## config.mk

```make
export PLATFORM = sky130hd
export DESIGN_NAME = adc_result_format_refsel
export DESIGN_NICKNAME = d
export VERILOG_FILES = /design/src/logic/adc_fmt_pkg.sv /design/src/logic/adc_result_format_refsel.sv /design/src/logic/result_aligner.sv /design/src/logic/result_coder.sv
export SDC_FILE = /design/constraint.sdc
export NUM_CORES = 1
export LEC_CHECK = 0
export ABC_AREA = 1
export BUFFER_PORTS_ARGS = -buffer_cell sky130_fd_sc_hd__buf_2
export CORE_ASPECT_RATIO = 0.8
export CORE_UTILIZATION = 42
export CTS_CLUSTER_SIZE = 30
export DETAILED_ROUTE_END_ITERATION = 6
export GPL_ROUTABILITY_DRIVEN = 0
export PLACE_DENSITY = 0.72
export SLEW_MARGIN = 20
export SYNTH_ARGS = -nofsm -noshare
export SYNTH_HDL_FRONTEND = slang
export SYNTH_SLANG_ARGS = --single-unit
```

## constraint.sdc

```tcl
create_clock -name i_clk -period 1.8 [get_ports i_clk]
set_input_delay 0.36 -clock i_clk [delete_from_list [all_inputs] [get_ports i_clk]]
set_output_delay 0.36 -clock i_clk [all_outputs]
set_load 0.02 [all_outputs]
```

## src/logic/adc_fmt_pkg.sv

```systemverilog
// Package: register map, field positions, reset values and carrier types
// for the converter result formatting and reference selection block.
// Assumes an APB slave with 32-bit data and one aligned word per register.
package adc_fmt_pkg;

  localparam int          RES_W         = 10;
  localparam logic [11:0] OFF_SEL       = 12'h000;
  localparam logic [11:0] OFF_RESULT    = 12'h004;
  localparam logic [11:0] OFF_STATUS    = 12'h008;
  localparam logic [11:0] OFF_MASK      = 12'h00c;
  localparam logic [11:0] OFF_CONV      = 12'h010;
  localparam int          REF_HI        = 7;
  localparam int          REF_LO        = 6;
  localparam int          ALIGN_BIT     = 5;
  localparam int          CHAN_HI       = 4;
  localparam logic [7:0]  SEL_RESET     = 8'h00;
  localparam int          STAT_DONE     = 0;
  localparam int          STAT_REFBAD   = 1;
  localparam logic [1:0]  STAT_RESET    = 2'h0;
  localparam logic [1:0]  REF_EXT_PIN   = 2'h0;
  localparam logic [1:0]  REF_SUPPLY    = 2'h1;
  localparam logic [1:0]  REF_RESERVED  = 2'h2;
  localparam logic [1:0]  REF_INTERNAL  = 2'h3;
  localparam logic [9:0]  DIFF_POS_MAX  = 10'h1ff;
  localparam logic [9:0]  DIFF_NEG_MIN  = 10'h200;
  localparam logic [9:0]  SE_MAX        = 10'h3ff;

  // Reference switch drive toward the analog core
  typedef struct packed {
    logic ext_pin_on;    // External reference pin in use, internal off
    logic supply_on;     // Analog supply switch closed
    logic internal_on;   // Internal bandgap amplifier on
  } ref_switch_t;

  // Raw sample delivered by the core at conversion end
  typedef struct packed {
    logic        diff;      // 1 = differential conversion
    logic        over;      // Differential magnitude at or above full scale
    logic [10:0] code;      // Signed for differential, unsigned in [9:0]
  } raw_sample_t;

  typedef enum logic [2:0] {
    ST_IDLE = 3'b001,
    ST_CONV = 3'b010,
    ST_DONE = 3'b100
  } conv_state_t;

endpackage : adc_fmt_pkg

```

## src/logic/adc_result_format_refsel.sv

```systemverilog
// Top of the result formatting and reference selection logic, APB slave.
// Assumes the analog core pulses start and end for each conversion and
// holds the raw sample valid in the end cycle.
//
// The APB slave port and the placing of the registers were left to the implementer.
`timescale 1ns/1ps

module adc_result_format_refsel (
  input  wire logic                     i_clk,      // 250 MHz clock
  input  wire logic                     i_resetn,   // Async reset, low
  input  wire logic                     psel,       // APB select
  input  wire logic                     penable,    // APB enable
  input  wire logic                     pwrite,     // APB write
  input  wire logic [11:0]              paddr,      // APB byte address
  input  wire logic [31:0]              pwdata,     // APB write data
  output logic [31:0]                   prdata,     // APB read data
  output logic                          pready,     // APB ready
  output logic                          pslverr,    // APB error
  input  wire logic                     i_start,    // Core conversion start
  input  wire logic                     i_end,      // Core conversion end
  input  wire adc_fmt_pkg::raw_sample_t i_raw,      // Sample at end
  output adc_fmt_pkg::ref_switch_t      o_ref_sw,   // Reference switches
  output logic [1:0]                    o_ref_sel,  // Active reference
  output logic                          o_busy,     // Conversion running
  output logic                          o_irq       // Interrupt level
);

  logic [7:0]  sel_q;          // Software view of the select register
  logic [7:0]  sel_d;
  logic [1:0]  ref_act_q;      // Reference actually applied
  logic [1:0]  ref_act_d;
  logic [9:0]  code_q;         // Last coded result
  logic [1:0]  stat_q;
  logic [1:0]  stat_d;
  logic [1:0]  mask_q;
  logic [1:0]  mask_d;
  logic [31:0] prdata_d;
  logic        irq_d;
  adc_fmt_pkg::ref_switch_t    sw_d;
  adc_fmt_pkg::ref_switch_t    sw_q;
  adc_fmt_pkg::conv_state_t    st_q;
  adc_fmt_pkg::conv_state_t    st_d;
  logic [9:0]  new_code;
  logic [15:0] pair;

  // Bus decode; slave answers in the first access cycle
  wire setup    = psel && !penable;
  wire access   = psel && penable;
  wire wr       = access && pwrite;
  wire rd_setup = setup && !pwrite;
  wire hit_sel  = paddr == adc_fmt_pkg::OFF_SEL;
  wire hit_res  = paddr == adc_fmt_pkg::OFF_RESULT;
  wire hit_stat = paddr == adc_fmt_pkg::OFF_STATUS;
  wire hit_mask = paddr == adc_fmt_pkg::OFF_MASK;
  wire hit_conv = paddr == adc_fmt_pkg::OFF_CONV;
  wire mapped   = hit_sel | hit_res | hit_stat | hit_mask | hit_conv;

  wire done_ev  = (st_q == adc_fmt_pkg::ST_CONV) && i_end;
  wire converting = st_q == adc_fmt_pkg::ST_CONV;

  result_coder u_coder (
    .i_raw  (i_raw),
    .o_code (new_code)
  );

  // Alignment bit is read live from the software view
  result_aligner u_align (
    .i_code (code_q),
    .i_left (sel_q[adc_fmt_pkg::ALIGN_BIT]),
    .o_pair (pair)
  );

  // Conversion tracker
  always_comb
  begin
    st_d = st_q;
    case (st_q)
      adc_fmt_pkg::ST_IDLE:
        if (i_start)
          st_d = adc_fmt_pkg::ST_CONV;
      adc_fmt_pkg::ST_CONV:
        if (i_end)
          st_d = adc_fmt_pkg::ST_DONE;
      adc_fmt_pkg::ST_DONE:
        st_d = i_start ? adc_fmt_pkg::ST_CONV : adc_fmt_pkg::ST_IDLE;
      default:
        st_d = adc_fmt_pkg::ST_IDLE;
    endcase
  end

  assign sel_d = (wr && hit_sel) ? pwdata[7:0] : sel_q;
  // Live selection tracks software outside a conversion, and is picked
  // up in the very end cycle so the next conversion uses it
  assign ref_act_d = (!converting || i_end)
                     ? sel_d[adc_fmt_pkg::REF_HI:adc_fmt_pkg::REF_LO]
                     : ref_act_q;

  // Reserved code drives no switch at all, flagged as an event
  assign sw_d.ext_pin_on  = ref_act_d == adc_fmt_pkg::REF_EXT_PIN;
  assign sw_d.supply_on   = ref_act_d == adc_fmt_pkg::REF_SUPPLY;
  assign sw_d.internal_on = ref_act_d == adc_fmt_pkg::REF_INTERNAL;
  wire refbad_ev = (ref_act_d == adc_fmt_pkg::REF_RESERVED) &&
                   (ref_act_q != adc_fmt_pkg::REF_RESERVED);

  // Set wins over write-one-to-clear
  wire [1:0] clr  = (wr && hit_stat) ? pwdata[1:0] : 2'h0;
  wire [1:0] sets = {refbad_ev, done_ev};
  assign stat_d = (stat_q & ~clr) | sets;
  assign mask_d = (wr && hit_mask) ? pwdata[1:0] : mask_q;
  assign irq_d  = |(stat_d & mask_d);

  // Read data is latched in setup and held through access
  assign prdata_d =
      !rd_setup ? prdata :
      hit_sel   ? {24'h000000, sel_q} :
      hit_res   ? {16'h0000, pair} :
      hit_stat  ? {30'h00000000, stat_q} :
      hit_mask  ? {30'h00000000, mask_q} :
      hit_conv  ? {31'h00000000, converting} :
      32'h00000000;

  always_ff @(posedge i_clk or negedge i_resetn)
  begin
    if (!i_resetn)
    begin
      sel_q     <= adc_fmt_pkg::SEL_RESET;
      ref_act_q <= adc_fmt_pkg::REF_EXT_PIN;
      sw_q      <= 3'b100;
      st_q      <= adc_fmt_pkg::ST_IDLE;
      stat_q    <= adc_fmt_pkg::STAT_RESET;
      mask_q    <= adc_fmt_pkg::STAT_RESET;
      o_irq     <= 1'b0;
      prdata    <= 32'h00000000;
      pready    <= 1'b0;
      pslverr   <= 1'b0;
    end
    else
    begin
      sel_q     <= sel_d;
      ref_act_q <= ref_act_d;
      sw_q      <= sw_d;
      st_q      <= st_d;
      stat_q    <= stat_d;
      mask_q    <= mask_d;
      o_irq     <= irq_d;
      prdata    <= prdata_d;
      pready    <= setup;
      pslverr   <= setup && !mapped;
    end
  end

  // Result loads in the same edge that sets the done flag
  always_ff @(posedge i_clk or negedge i_resetn)
  begin
    if (!i_resetn)
      code_q <= 10'h000;
    else if (done_ev)
      code_q <= new_code;
  end

  assign o_ref_sw  = sw_q;
  assign o_ref_sel = ref_act_q;
  // One-hot code: the conversion state bit is the busy flop itself
  assign o_busy    = st_q[1];
endmodule : adc_result_format_refsel

```

## src/logic/result_aligner.sv

```systemverilog
// Places a 10-bit result into a 16-bit low/high byte pair.
// Pure combinational; alignment follows the select input at once.
`timescale 1ns/1ps
module result_aligner (
  input  wire logic [9:0]  i_code,   // Result code
  input  wire logic        i_left,   // 1 = left aligned
  output logic [15:0]      o_pair    // High byte in [15:8]
);
  assign o_pair = i_left ? {i_code, 6'h00}
                         : {6'h00, i_code};
endmodule : result_aligner

```

## src/logic/result_coder.sv

```systemverilog
// Turns a raw core sample into a 10-bit result code.
// Assumes the core gives signed 11-bit differential values with an over flag.
`timescale 1ns/1ps
module result_coder (
  input  wire adc_fmt_pkg::raw_sample_t i_raw,   // Raw sample
  output logic [9:0]                    o_code   // Coded result
);
  wire signed [10:0] sval = i_raw.code;
  // Clamp both ends of the differential range
  wire pos_sat = i_raw.over && !sval[10] ||
                 (!sval[10] && sval > 11'sd511);
  wire neg_sat = (i_raw.over && sval[10]) ||
                 (sval[10] && sval < -11'sd512);
  wire [9:0] diff_code = pos_sat ? adc_fmt_pkg::DIFF_POS_MAX :
                         neg_sat ? adc_fmt_pkg::DIFF_NEG_MIN :
                         sval[9:0];
  wire [9:0] se_code = i_raw.code[10] ? adc_fmt_pkg::SE_MAX
                                      : i_raw.code[9:0];
  assign o_code = i_raw.diff ? diff_code : se_code;
endmodule : result_coder
```

---- Yosys cells after proc, flatten, opt, wreduce, memory -nomap -nowiden ----
Cells that the tools add are included.
Widths: inputs -> output; s select.
storage, ports and cells
  flip-flop bits (word level) ............. 65
  bits in read-only memories .............. 0
  logic and storage cells ................. 81
  memories ................................ 0
  RAM bits ................................ 0
  output and inout bits ................... 41
  bits in latches ......................... 0
operators by class
  add/subtract/negate cells ............... 0
  bitwise operators ....................... 8
  reduce and logical (&&, ||, !) cells .... 26
  equal/unequal tests ..................... 13
  shift operators ......................... 0
  $lt $le $gt $ge ......................... 2
  multiplexer cells ....................... 18
  div/mod/pow operators ................... 0
  multiply operators ...................... 0
operators with widths
  cell                  number
  $mux 16               3
  $mux 10               4
  $eq 12x4->1 const B   2
  $logic_and 1x1->1     14
  $eq 12x3->1 const B   1
  $eq 12x5->1 const B   1
  $logic_not 12->1      1
  $mux 2                6
  $gt 11x10->1 const B  1
  $lt 11x10->1 const B  1
  $pmux 3 s3            1
  $mux 8                1
  $mux 3                2
  $ne 2x2->1 const B    3
  $logic_not 1->1       5
  $and 2x2->2           2
  $eq 2x2->1 const B    2
  $or 1x1->1            4
  $eq 3x1->1 const B    1
  $eq 3x2->1 const B    1
  $eq 3x3->1 const B    1
  $logic_or 1x1->1      3
  $eq 2x1->1 const B    1
  $logic_not 2->1       1
  5 further kinds       5

---- Longest topological paths before layout ----
Gate-level depths: netlist of run 1.
  word-level depth ........................ 10
  depth in mapped cells ................... 11

---- By module ----
From an unflattened synthesis of run 1, not the netlist that was laid out.
second synthesis, totals
  cell total of the unflattened synthesis .. 354
  area total of the unflattened synthesis .. 2681.3 µm²
by module, submodules not included
  module                    sequential area each (µm²)  times used  area an instance (µm²)  cells an instance
  adc_result_format_refsel  1228.7                      1           2381.0                  284
  result_aligner            0.0                         1           165.2                   39
  result_coder              0.0                         1           135.1                   31

---- Worst setup path after synthesis of run 1 ----
No wires, ideal clock.
  path kind ............................... flip-flop to flip-flop
  from .................................... register st_q[1]
  to ...................................... register code_q[4]
  buffers on the path ..................... 0
  clock period less this slack ............ 1.494 ns
  setup time .............................. 0.138 ns
  arrival time ............................ 1.357 ns
  setup slack ............................. 0.306 ns
  cell stages (with the launch flop) ...... 8
  cell sequence ........................... dfrtp_1 inv_1 nor3_2 nand2_2 inv_2 o31ai_1 a21oi_4 a22oi_1
on the way
  word-level cells in the longest chain between the ends .. 2
RTL lines
  item                      RTL line                         RTL
  start: declaration        adc_result_format_refsel.sv:41   adc_fmt_pkg::conv_state_t st_q;
  start signal: assignment  adc_result_format_refsel.sv:129  st_q <= adc_fmt_pkg::ST_IDLE;
  start signal: assignment  adc_result_format_refsel.sv:142  st_q <= st_d;
  $eq 3x2->1                adc_result_format_refsel.sv:58   wire done_ev = (st_q == adc_fmt_pkg::ST_CONV) && i_end;
  $logic_and 1x1->1         adc_result_format_refsel.sv:58
  end signal: assignment    adc_result_format_refsel.sv:158  code_q <= new_code;
  end: declaration          adc_result_format_refsel.sv:32   logic [9:0] code_q;
Every way passes these cells.
A chain may end at the register's enable or synchronous reset.

---- Final worst setup path of run 1 ----
  from .................................... register st_q[2]
  to ...................................... register o_irq
on the way
  word-level cells in the longest chain between the ends .. 9
RTL lines
  item                    RTL line                         RTL
  $eq 3x2->1              adc_result_format_refsel.sv:59   wire converting = st_q == adc_fmt_pkg::ST_CONV;
  $logic_not 1->1         adc_result_format_refsel.sv:94   assign ref_act_d = (!converting || i_end)
  $logic_or 1x1->1        adc_result_format_refsel.sv:94
  $mux 2                  adc_result_format_refsel.sv:95   ? sel_d[adc_fmt_pkg::REF_HI:adc_fmt_pkg::REF_LO]
  named net ref_act_d[1]  adc_result_format_refsel.sv:31   logic [1:0] ref_act_d;
  $eq 2x2->1              adc_result_format_refsel.sv:102  wire refbad_ev = (ref_act_d == adc_fmt_pkg::REF_RESERVED) &&
  $logic_and 1x1->1       adc_result_format_refsel.sv:102
  $or 2x2->2              adc_result_format_refsel.sv:108  assign stat_d = (stat_q & ~clr) | sets;
  named net stat_d[1]     adc_result_format_refsel.sv:34   logic [1:0] stat_d;
  $and 2x2->2             adc_result_format_refsel.sv:110  assign irq_d = |(stat_d & mask_d);
  $reduce_or 2->1         adc_result_format_refsel.sv:110
  named net irq_d         adc_result_format_refsel.sv:38   logic irq_d;
  end signal: assignment  adc_result_format_refsel.sv:145  o_irq <= irq_d;
  end: declaration        adc_result_format_refsel.sv:25   output logic o_irq
The timed path passes the listed nets, and every way through them passes these cells.

==> impl_metrics.ini, run 1 <==
[outcome]
status = finished clean

[drt]
drt_pre_antenna_iters = 4
routed_via_density = 4.78
ant_nets = 0
dr_total_vias = 2079
drc = 0
wl_per_cell_microns = 12.3
drtIter0Drc = 85
wl_mm = 5.36

[pwr]
internal_power_mw = 1.86
p_per_area_nw_per_um2 = 913
pwr-share-comb_pct = 22.9
vdd.ir_drop.worst_v = 0.000391
p_sw_uw = 845
switching_share_pct = 31.3
p_leak_nw = 1.60
pwr-share-clk_pct = 26.0
p_seq_share_pct = 51.1

[floorplanning]
rows = 24
ioPinCount = 105
dieArea_sq_um = 6140
die_y_microns = 70.3
die_w_microns = 87.4
initial_utilization_pct = 44.3
core-area_sq_um = 5530

[job]
drv_cap = 0

[cts]
cts_tree = built
htreeDepth = 2
clockBufferDepth = 2
cts_sinks = 49
post_cts_buffers = 0
clk_pin_slew_ps = 90
cts_buffers = 5
insertion_delay_ps = 300
cts_hold_buf = 0
cts_resized = 0
ctsRootBufferMaster = clkbuf_8

[timing]
period_needed_ps = 1610
clock_skew_ps = 2.97
timing.final.crit_share_pct = 89.7
rsz0062_at_grt = no
timing.fmax_ghz = 0.619
tns_ps = 0
finalHoldViolations = 0
maxSlewViolCount = 0
worst_pin_slew_ps = 609
slew_headroom_pct = 59.3
finalSetupViolCount = 0

[logic_synthesis]
syn_inst = 282
seq_area_frac_synth_pct = 50.2
synthFlopType = dfrtp_1
synthArstFlopShare_pct = 100
ys_ff_latch = 49
yosysWarnings = 0
synth_area_sq_um = 2450
synth.distinct_cells = 35
synth_commonest_cells = 74 x nand2_1, 47 x dfrtp_1, 29 x inv_1
synth_top_cell_by_area = dfrtp_1
synth_area_per_cell_sq_um = 8.68
synth_edf_count = 0
yosysMostFrequentCell = nand2_1
synthTopCellsByArea = dfrtp_1 48%, nand2_1 11%, buf_4 4.9%
synth.top_cell.area_share_pct = 48.0

[layout]
area_delta_synth_final_pct = 20.8
fin_nets = 420
drive_gt1_share_pct = 30.0
fin_util_pct = 53.5
antenna_cells = 0

[global_routing]
grt_max_degree = 30
track_usage_pct = 18.6
overflow = 0
grt_pass1_wl_mm = 8.73
antenna_found_initial = 0
first_global_vias = 1941

[setup_path]
end_kind = flop
crit_type = flop to flop
r2r_cells = 9
cp.arrival_ps = 1860
crit_fanout = 4
critPathRequiredTime_ps = 2040
start_kind = flop

[hold_path]
min_path_type = input pin to async pin

[placed_design]
port_buffers = 64
dpl.hpwl_mm = 4.12
-- path summary, 6_finish.rpt --
check | startpoint | end | slack, ps
worst min-delay path | i_resetn | prdata[9] | 10
worst max-delay path | st_q[2] | o_irq | 190
worst max register to register | st_q[2] | o_irq | 190
min in group i_clk | penable | pready | 220
worst min register to register | prdata[13] | prdata[13] | 480
max in group asynchronous | i_resetn | o_ref_sw[2] | 1190
-- per-layer routing --
metal  global-route usage (%)  wire length, microns  vias up
li1                         -                     -     1039
met1                     26.0                  2550      975
met2                     28.7                  2470       60
met3                     3.31                   273        5
met4                     6.74                    67        0
met5                        0                     0        -
-- flip-flops by register name (all words and copies together), names as in the netlist, 2 cells and up --
signal	cells
prdata	16
code_q	10
sel_q	8
o_ref_sw	3
st_q	3
mask_q	2
o_ref_sel	2
stat_q	2
-- cell usage in the layout, fill, tap and decap left out, types with 6 or more instances in the layout --
master     n
nand2_1   74
buf_2     64
dfrtp_1   47
inv_1     29
nor2_1    20
conb_1    16
nand3_1   11
a21oi_1   10
o21ai_0    9
clkbuf_8   7
buf_4      7
nand2_2    6
o41ai_1    6
-- final cells by class --
| class | instances | area, sq um |
|---|---|---|
| multi-input combinational | 196 | 1020 |
| inverter | 32 | 120 |
| sequential | 49 | 1230 |
| clock buffer | 7 | 96.3 |
| fill | 531 | 2570 |
| tap | 78 | 97.6 |
| clock inverter | 1 | 5.00 |
| timing repair buffer | 72 | 393 |
-- cell families (layout without fill, tap and decap cells) --
kind of cell,count (synthesis),count (layout),share of synthesized area (%)
flip-flops,49,49,50.2
AND/OR/NAND/NOR,135,135,26.7
other,1,16,0.153
AO/OA/AOI/OAI,45,45,12.4
buffers and inverters,52,112,10.6
-- worst max-delay path, stage by stage, from the launching register on --
cell     delay (ps)
dfrtp_1         420
nor3_2          320
nand2_1         200
inv_1           140
nand2_1         110
nand2_4         110
nand3_2          90
nand2_2          70
nand2_1          50
nand2_1          50
-- stage by stage --
step	setup WS, ps	power (mW)	hold slack, ps	std cells	area [sq um]
finish	186	2.70	13.1	435	2960
global route	82.4	2.85	43.6	435	2960
CTS	190	2.72	23.9	435	2960
detailed placement	139	2.02	356	427	2860
global placement	196	2.00	355	427	2860
floorplan	306	1.82	64.4	297	2500
-- power groups by stage --
| stage | logic (mW) | clock network [mW] | registers, mW |
|---|---|---|---|
| floorplan | 0.393 | 0 | 1.43 |
| global route | 0.692 | 0.761 | 1.39 |
| global placement | 0.603 | 0 | 1.40 |
| finish | 0.618 | 0.701 | 1.38 |
| CTS | 0.622 | 0.716 | 1.38 |
| detailed placement | 0.617 | 0 | 1.40 |
Power figures use the tool's default switching activity.
==> run 2: changes to the inputs <==
--- a/config.mk
+++ b/config.mk
@@ -5,14 +5,15 @@
 export SDC_FILE = /design/constraint.sdc
 export NUM_CORES = 1
 export LEC_CHECK = 0
-export ABC_AREA = 1
 export BUFFER_PORTS_ARGS = -buffer_cell sky130_fd_sc_hd__buf_2
+export CELL_PAD_IN_SITES_DETAIL_PLACEMENT = 1
+export CELL_PAD_IN_SITES_GLOBAL_PLACEMENT = 2
 export CORE_ASPECT_RATIO = 0.8
-export CORE_UTILIZATION = 42
+export CORE_UTILIZATION = 27
 export CTS_CLUSTER_SIZE = 30
 export DETAILED_ROUTE_END_ITERATION = 6
 export GPL_ROUTABILITY_DRIVEN = 0
-export PLACE_DENSITY = 0.72
+export PLACE_DENSITY_LB_ADDON = 0.1
 export SLEW_MARGIN = 20
 export SYNTH_ARGS = -nofsm -noshare
 export SYNTH_HDL_FRONTEND = slang
==> run 2 against run 1 <==
Net effect: non-clock buffer count is 16 higher; sequential share of layout area is 0.063 points lower; clock skew is 3.4 ps higher; core utilization is 17 points lower; critical path type unchanged; largest cell class unchanged; highest routed layer unchanged.
==> impl_metrics.ini, run 2 <==
[placed_design]
port_buffers = 64
dp_worst_setup_slack_ps = -132
placed_area_sq_um = 2850
dpl.hpwl_mm = 4.55

[global_routing]
antenna_found_initial = 0
overflow = 0
grt_pass1_wl_mm = 9.69
grt_max_degree = 50
track_usage_pct = 14.2
first_global_vias = 1865

[drt]
wl_mm = 5.94
drc = 0
ant_nets = 0
drt_pre_antenna_iters = 4
dr_total_vias = 1856
drtIter0Drc = 71
wl_per_cell_microns = 14.3
routed_via_density = 4.46

[floorplanning]
die_w_microns = 106
core-area_sq_um = 8130
ioPinCount = 105
initial_utilization_pct = 28.5
rows = 29
dieArea_sq_um = 8960
die_y_microns = 84.9

[timing]
period_needed_ps = 1730
finalSetupViolCount = 0
finalHoldViolations = 0
worst_pin_slew_ps = 986
rsz0062_at_grt = no
clock_skew_ps = 6.41
worst_slack_ps = 70.6
maxSlewViolCount = 0
timing.fmax_ghz = 0.578
worst_hold_slack_ps = 27.7
slew_headroom_pct = 33.6
timing.final.crit_share_pct = 96.1

[layout]
drive_gt1_share_pct = 37.7
reg_top3 = prdata (16), code_q (10), sel_q (8)
stdcell_area_sq_um = 2970
area_delta_synth_final_pct = 28.0
final_common_cell = buf_2
top_register = prdata
layout_common_cells = 64 x buf_2, 46 x dfrtp_1, 26 x nor2_1
antenna_cells = 0
largest_register_ffs = 16
fillers = 952
fin_nets = 371

[logic_synthesis]
synth_area_per_cell_sq_um = 10.4
synth_area_sq_um = 2320
synth.distinct_cells = 41
synthTopCellsByArea = dfrtp_1 51%, mux2_2 5.3%, buf_4 5.2%
synth_top_cell_by_area = dfrtp_1
synth_edf_count = 0
yosysMostFrequentCell = dfrtp_1
ys_ff_latch = 49
yosysWarnings = 0
synthFlopType = dfrtp_1
synth.top_cell.area_share_pct = 50.8
synthArstFlopShare_pct = 100
synth_commonest_cells = 47 x dfrtp_1, 26 x nor2_1, 16 x buf_4
seq_area_frac_synth_pct = 53.0
syn_inst = 223

[setup_path]
crit_fanout = 4
r2r_cells = 5
end_kind = flop
cp.arrival_ps = 1920
crit_type = flop to flop
critPathRequiredTime_ps = 1990
start_kind = flop

[outcome]
status = finished clean

[cts]
cts_hold_buf = 0
cts_sinks = 49
clk_pin_slew_ps = 90
htreeDepth = 2
cts_tree = built
cts_buffers = 5
ctsRootBufferMaster = clkbuf_8
clockBufferDepth = 2
insertion_delay_ps = 300

[hold_path]
min_path_type = input pin to async pin

[pwr]
p_leak_nw = 1.46
vdd.ir_drop.worst_v = 0.000348
p_per_area_nw_per_um2 = 903

[job]
drv_cap = 0
run 2: cell type report:
class                   instances  area (sq um)  area share (%)
flip-flops and latches         49          1230            41.5
multi-input cells             159           971            32.7
repair buffers                 88           513            17.3
well taps                     108           135            4.56
clock buffers                   7          96.3            3.25
inverters                       4          15.0           0.506
clock inverters                 1          5.00           0.169
run 2: worst paths after layout:
path / start / end / slack, ps
min reg2reg: prdata[6] / prdata[6] / 480
min in group i_clk: pwdata[2] / sel_q[2] / 290
max: st_q[0] / o_irq / 70
max reg2reg: st_q[0] / o_irq / 70
max in group asynchronous: i_resetn / st_q[0] / 1460
min: i_resetn / pslverr / 30
run 2: cell families after synthesis:
logic type,after synthesis,synth area share [%]
DFF,49,53.0
buffers and inverters,30,7.67
muxes,14,6.64
other,1,0.162
and+or+nand+nor,78,18.3
AOI/OAI and AO/OA,51,14.3
run 2: metal layers:
layer	share of wire (%)	GRT usage [%]
met5	0	0
met4	0.99	4.17
met3	5.5	3.15
met2	41	20.7
met1	52	21.1
run 2: per-stage QoR:
stage / total power [mW] / std cells / util [%] / setup TNS (ps)
5_1_grt: 2.86 / 416 / 36.5 / 0
3_3_place_gp: 1.97 / 407 / 35.1 / -691
6_report: 2.68 / 416 / 36.5 / 0
4_1_cts: 2.73 / 415 / 36.4 / 0
2_1_floorplan: 1.75 / 238 / - / 0
3_5_place_dp: 1.99 / 407 / 35.1 / -965
run 2: critical path, cell delays in order (launching register included):
cell and delay [ps]:
dfstp_2 390, or4b_4 540, o21ai_2 100, nor3b_1 70, a221o_1 340, a22o_1 190
run 2: what timing repair did:
action                                  CTS  global route
endpoints found under the setup margin    1             6
gates resized for setup                   1             0
pin swaps                                 0             2
buffers inserted                          0             1
gates cloned                              0             0
run 2: report_power, final:
| group | total [mW] | switching (mW) | leakage [nW] | internal (mW) |
|---|---|---|---|---|
| Sequential | 1.44 | 0.161 | 0.640 | 1.28 |
| Clock | 0.713 | 0.365 | 0.0542 | 0.348 |
| Combinational | 0.526 | 0.293 | 0.770 | 0.233 |
==> run 3: changes to the inputs <==
--- a/config.mk
+++ b/config.mk
@@ -9,7 +9,7 @@
 export CELL_PAD_IN_SITES_DETAIL_PLACEMENT = 1
 export CELL_PAD_IN_SITES_GLOBAL_PLACEMENT = 2
 export CORE_ASPECT_RATIO = 0.8
-export CORE_UTILIZATION = 27
+export CORE_UTILIZATION = 30
 export CTS_CLUSTER_SIZE = 30
 export DETAILED_ROUTE_END_ITERATION = 6
 export GPL_ROUTABILITY_DRIVEN = 0
@@ -17,4 +17,5 @@
 export SLEW_MARGIN = 20
 export SYNTH_ARGS = -nofsm -noshare
 export SYNTH_HDL_FRONTEND = slang
+export SYNTH_HIERARCHICAL = 1
 export SYNTH_SLANG_ARGS = --single-unit
==> run 3 against run 2 <==
Net effect: the flow now finishes with violations (negative setup slack); maximum frequency down 22%; final cell count up 3.8%; sequential share of layout area is 6.1 points lower; hold slack improved by 270 ps; die area up 2.3%; synthesized cell count increased by 2.2%; global-route usage rose by 1.1 points; clock power fell by 7.4%; clock skew rose by 2.4 ps; critical path depth rose by 2.
==> impl_metrics.ini, run 3 <==
[setup_path]
cpLargestDelayFamily = simple AND/OR/NAND/NOR gates
reg2reg_to = o_irq
r2r_slack_ps = -110
critPathRequiredTime_ps = 2040
critical_path.cell_chain = buf_6, or4_4, or4_4, or3_4, nor3_4, buf_12, a221o_1
end_kind = flop
r2r_cells = 4
max_stage_delay_ps = 570
cp_num_buf_inv = 2
cp.arrival_ps = 2460
crit_top_cell = or4_4
crit_fanout = 14
reg2reg_from = st_q[0]
start_kind = input pin
cp_slowest_cell = or4_4
crit_type = input pin to flop

[pwr]
p_per_area_nw_per_um2 = 796
p_leak_nw = 1.72
p_sw_uw = 768
internal_power_mw = 1.99
switching_share_pct = 27.8
pwr-share-clk_pct = 23.9
p_seq_share_pct = 49.5
finalPower_mw = 2.76
pwr-share-comb_pct = 26.6
vdd.ir_drop.worst_v = 0.000346

[floorplanning]
die_w_microns = 107
ioPinCount = 105
dieArea_sq_um = 9160
core-area_sq_um = 8480
initial_utilization_pct = 31.1
die_y_microns = 85.8
rows = 30

[layout]
largest_register_ffs = 16
fin_util_pct = 40.9
antenna_cells = 0
final_common_cell = buf_2
drive_gt1_share_pct = 48.8
fin_nets = 383
layout_common_cells = 61 x buf_2, 47 x dfrtp_1, 24 x buf_4
stdcell_count = 432
area_delta_synth_final_pct = 31.6
reg_top3 = prdata (16), code_q (10), sel_q (8)
top_register = prdata
stdcell_area_sq_um = 3470

[outcome]
status = finished with violations
violations = negative setup slack

[logic_synthesis]
yosysMostFrequentCell = dfrtp_1
synth_top_cell_by_area = dfrtp_1
synth_area_sq_um = 2640
synthArstFlopShare_pct = 100
seq_area_frac_synth_pct = 46.6
synth_edf_count = 0
synth.top_cell.area_share_pct = 44.6
synth-xor-area-share_pct = 0
synth_commonest_cells = 47 x dfrtp_1, 22 x mux2_2, 16 x buf_4
yosys-mux-area-fraction_pct = 13.4
yosysWarnings = 6
synth_compound_area_share_pct = 13.3
syn_inst = 228
synth.distinct_cells = 42
synth_adder_area_share_pct = 0
ys_ff_latch = 49
synthTopCellsByArea = dfrtp_1 45%, mux2_2 9.4%, buf_4 4.6%
synth_area_per_cell_sq_um = 11.6
yosys.area_share.simple_pct = 18.5
synth_top_family_by_area = simple AND/OR/NAND/NOR gates
synthFlopType = dfrtp_1

[global_routing]
grt_pass1_wl_mm = 10.8
grt_max_degree = 20
overflow = 0
antenna_found_initial = 0
first_global_vias = 2080
track_usage_pct = 15.4

[cts]
htreeDepth = 2
cts_tree = built
ctsRootBufferMaster = clkbuf_8
insertion_delay_ps = 290
cts_sinks = 49
clockBufferDepth = 2
cts_buffers = 5
clk_pin_slew_ps = 90

[placed_design]
dp_cells = 418
port_buffers = 64
dpl.hpwl_mm = 5.00
placed_area_sq_um = 3220

[drt]
drc = 0
drtIter0Drc = 60
wl_mm = 6.54
routed_via_density = 4.70
dr_wl_met3_microns = 255
highest_layer = met4
ant_nets = 0
wl_per_cell_microns = 15.1
dr_total_vias = 2029
drt_pre_antenna_iters = 4
dr_wl_met2_mm = 3.02
wl_met1_mm = 3.23

[timing]
worst_slack_ps = -422
finalSetupViolCount = 30
maxSlewViolCount = 0
clock_skew_ps = 8.80
timing.fmax_ghz = 0.450
rsz0062_at_grt = yes
timing.final.crit_share_pct = 123
period_needed_ps = 2220
finalHoldViolations = 0

[hold_path]
hold_depth = 2
min_path_type = input pin to flop
min_from = pwdata[5]
min_to = sel_q[5]

[job]
drv_cap = 0
## run 3: cell types whose count changed after synthesis, sizes merged, moves of 8 or more
cell,previous run,this run
mux2,11,26
o211ai,1,9
nand3,9,1
a21oi,13,1
nor2b,1,11
and2,2,15
nand2,15,7
and2b,0,9
nor2,26,13
## run 3: metal layers
| metal | vias up | global-route usage (%) |
|---|---|---|
| met1 | 1015 | 22.7 |
| met2 | 44 | 23.2 |
| met4 | 0 | 3.36 |
| met5 | - | 0 |
| li1 | 966 | - |
| met3 | 4 | 3.04 |
## run 3: through the flow
stage          TNS, ps  setup slack [ps]  hold slack (ps)
2_1_floorplan   -15440              -653             64.4
3_3_place_gp    -20260              -806              330
3_5_place_dp    -20420              -819              329
4_1_cts          -8440              -400              281
5_1_grt          -9800              -458              279
6_report         -9010              -422              297
## run 3: cell type report
cell class	instances	area [sq um]
well taps	112	140
flip-flops and latches	49	1230
multi-input cells	163	1350
repair buffers	96	643
fillers	979	5010
inverters	4	15.0
clock buffers	8	90.1
## run 3: logic make-up (layout without fill, tap and decap cells)
| family | count (synthesis) | in the layout |
|---|---|---|
| AND/OR/NAND/NOR | 73 | 73 |
| flip-flops | 49 | 49 |
| AO/OA/AOI/OAI | 46 | 46 |
| buffers and inverters | 31 | 108 |
| multiplexers | 28 | 28 |
| other | 1 | 16 |
## run 3: timing repair
action / CTS / global route
setup endpoints to repair: 32 / 31
resized for setup: 10 / 14
pin swaps: 3 / 6
hold buffers: 1 / 0
setup buffers: 0 / 5
hold endpoints to repair: 4 / 0
## run 3: worst max-delay path by stage
stage | startpoint | endpoint | slack (ps) | cells after the start
2_1_floorplan | paddr[6] | prdata[6] | -650 | 7
3_3_place_gp | paddr[6] | prdata[3] | -810 | 6
3_5_place_dp | paddr[6] | prdata[6] | -820 | 7
4_1_cts | paddr[6] | prdata[8] | -400 | 7
5_1_grt | paddr[6] | prdata[4] | -460 | 6
6_report | paddr[6] | prdata[7] | -420 | 7
## run 3: power groups by stage
| stage | combinational (mW) | sequential [mW] | clock [mW] |
|---|---|---|---|
| after global routing | 0.812 | 1.40 | 0.756 |
| after floorplan | 0.463 | 1.38 | 0 |
| after global placement | 0.705 | 1.39 | 0 |
| final | 0.733 | 1.37 | 0.660 |
| after CTS | 0.715 | 1.37 | 0.695 |
| after detailed placement | 0.711 | 1.39 | 0 |
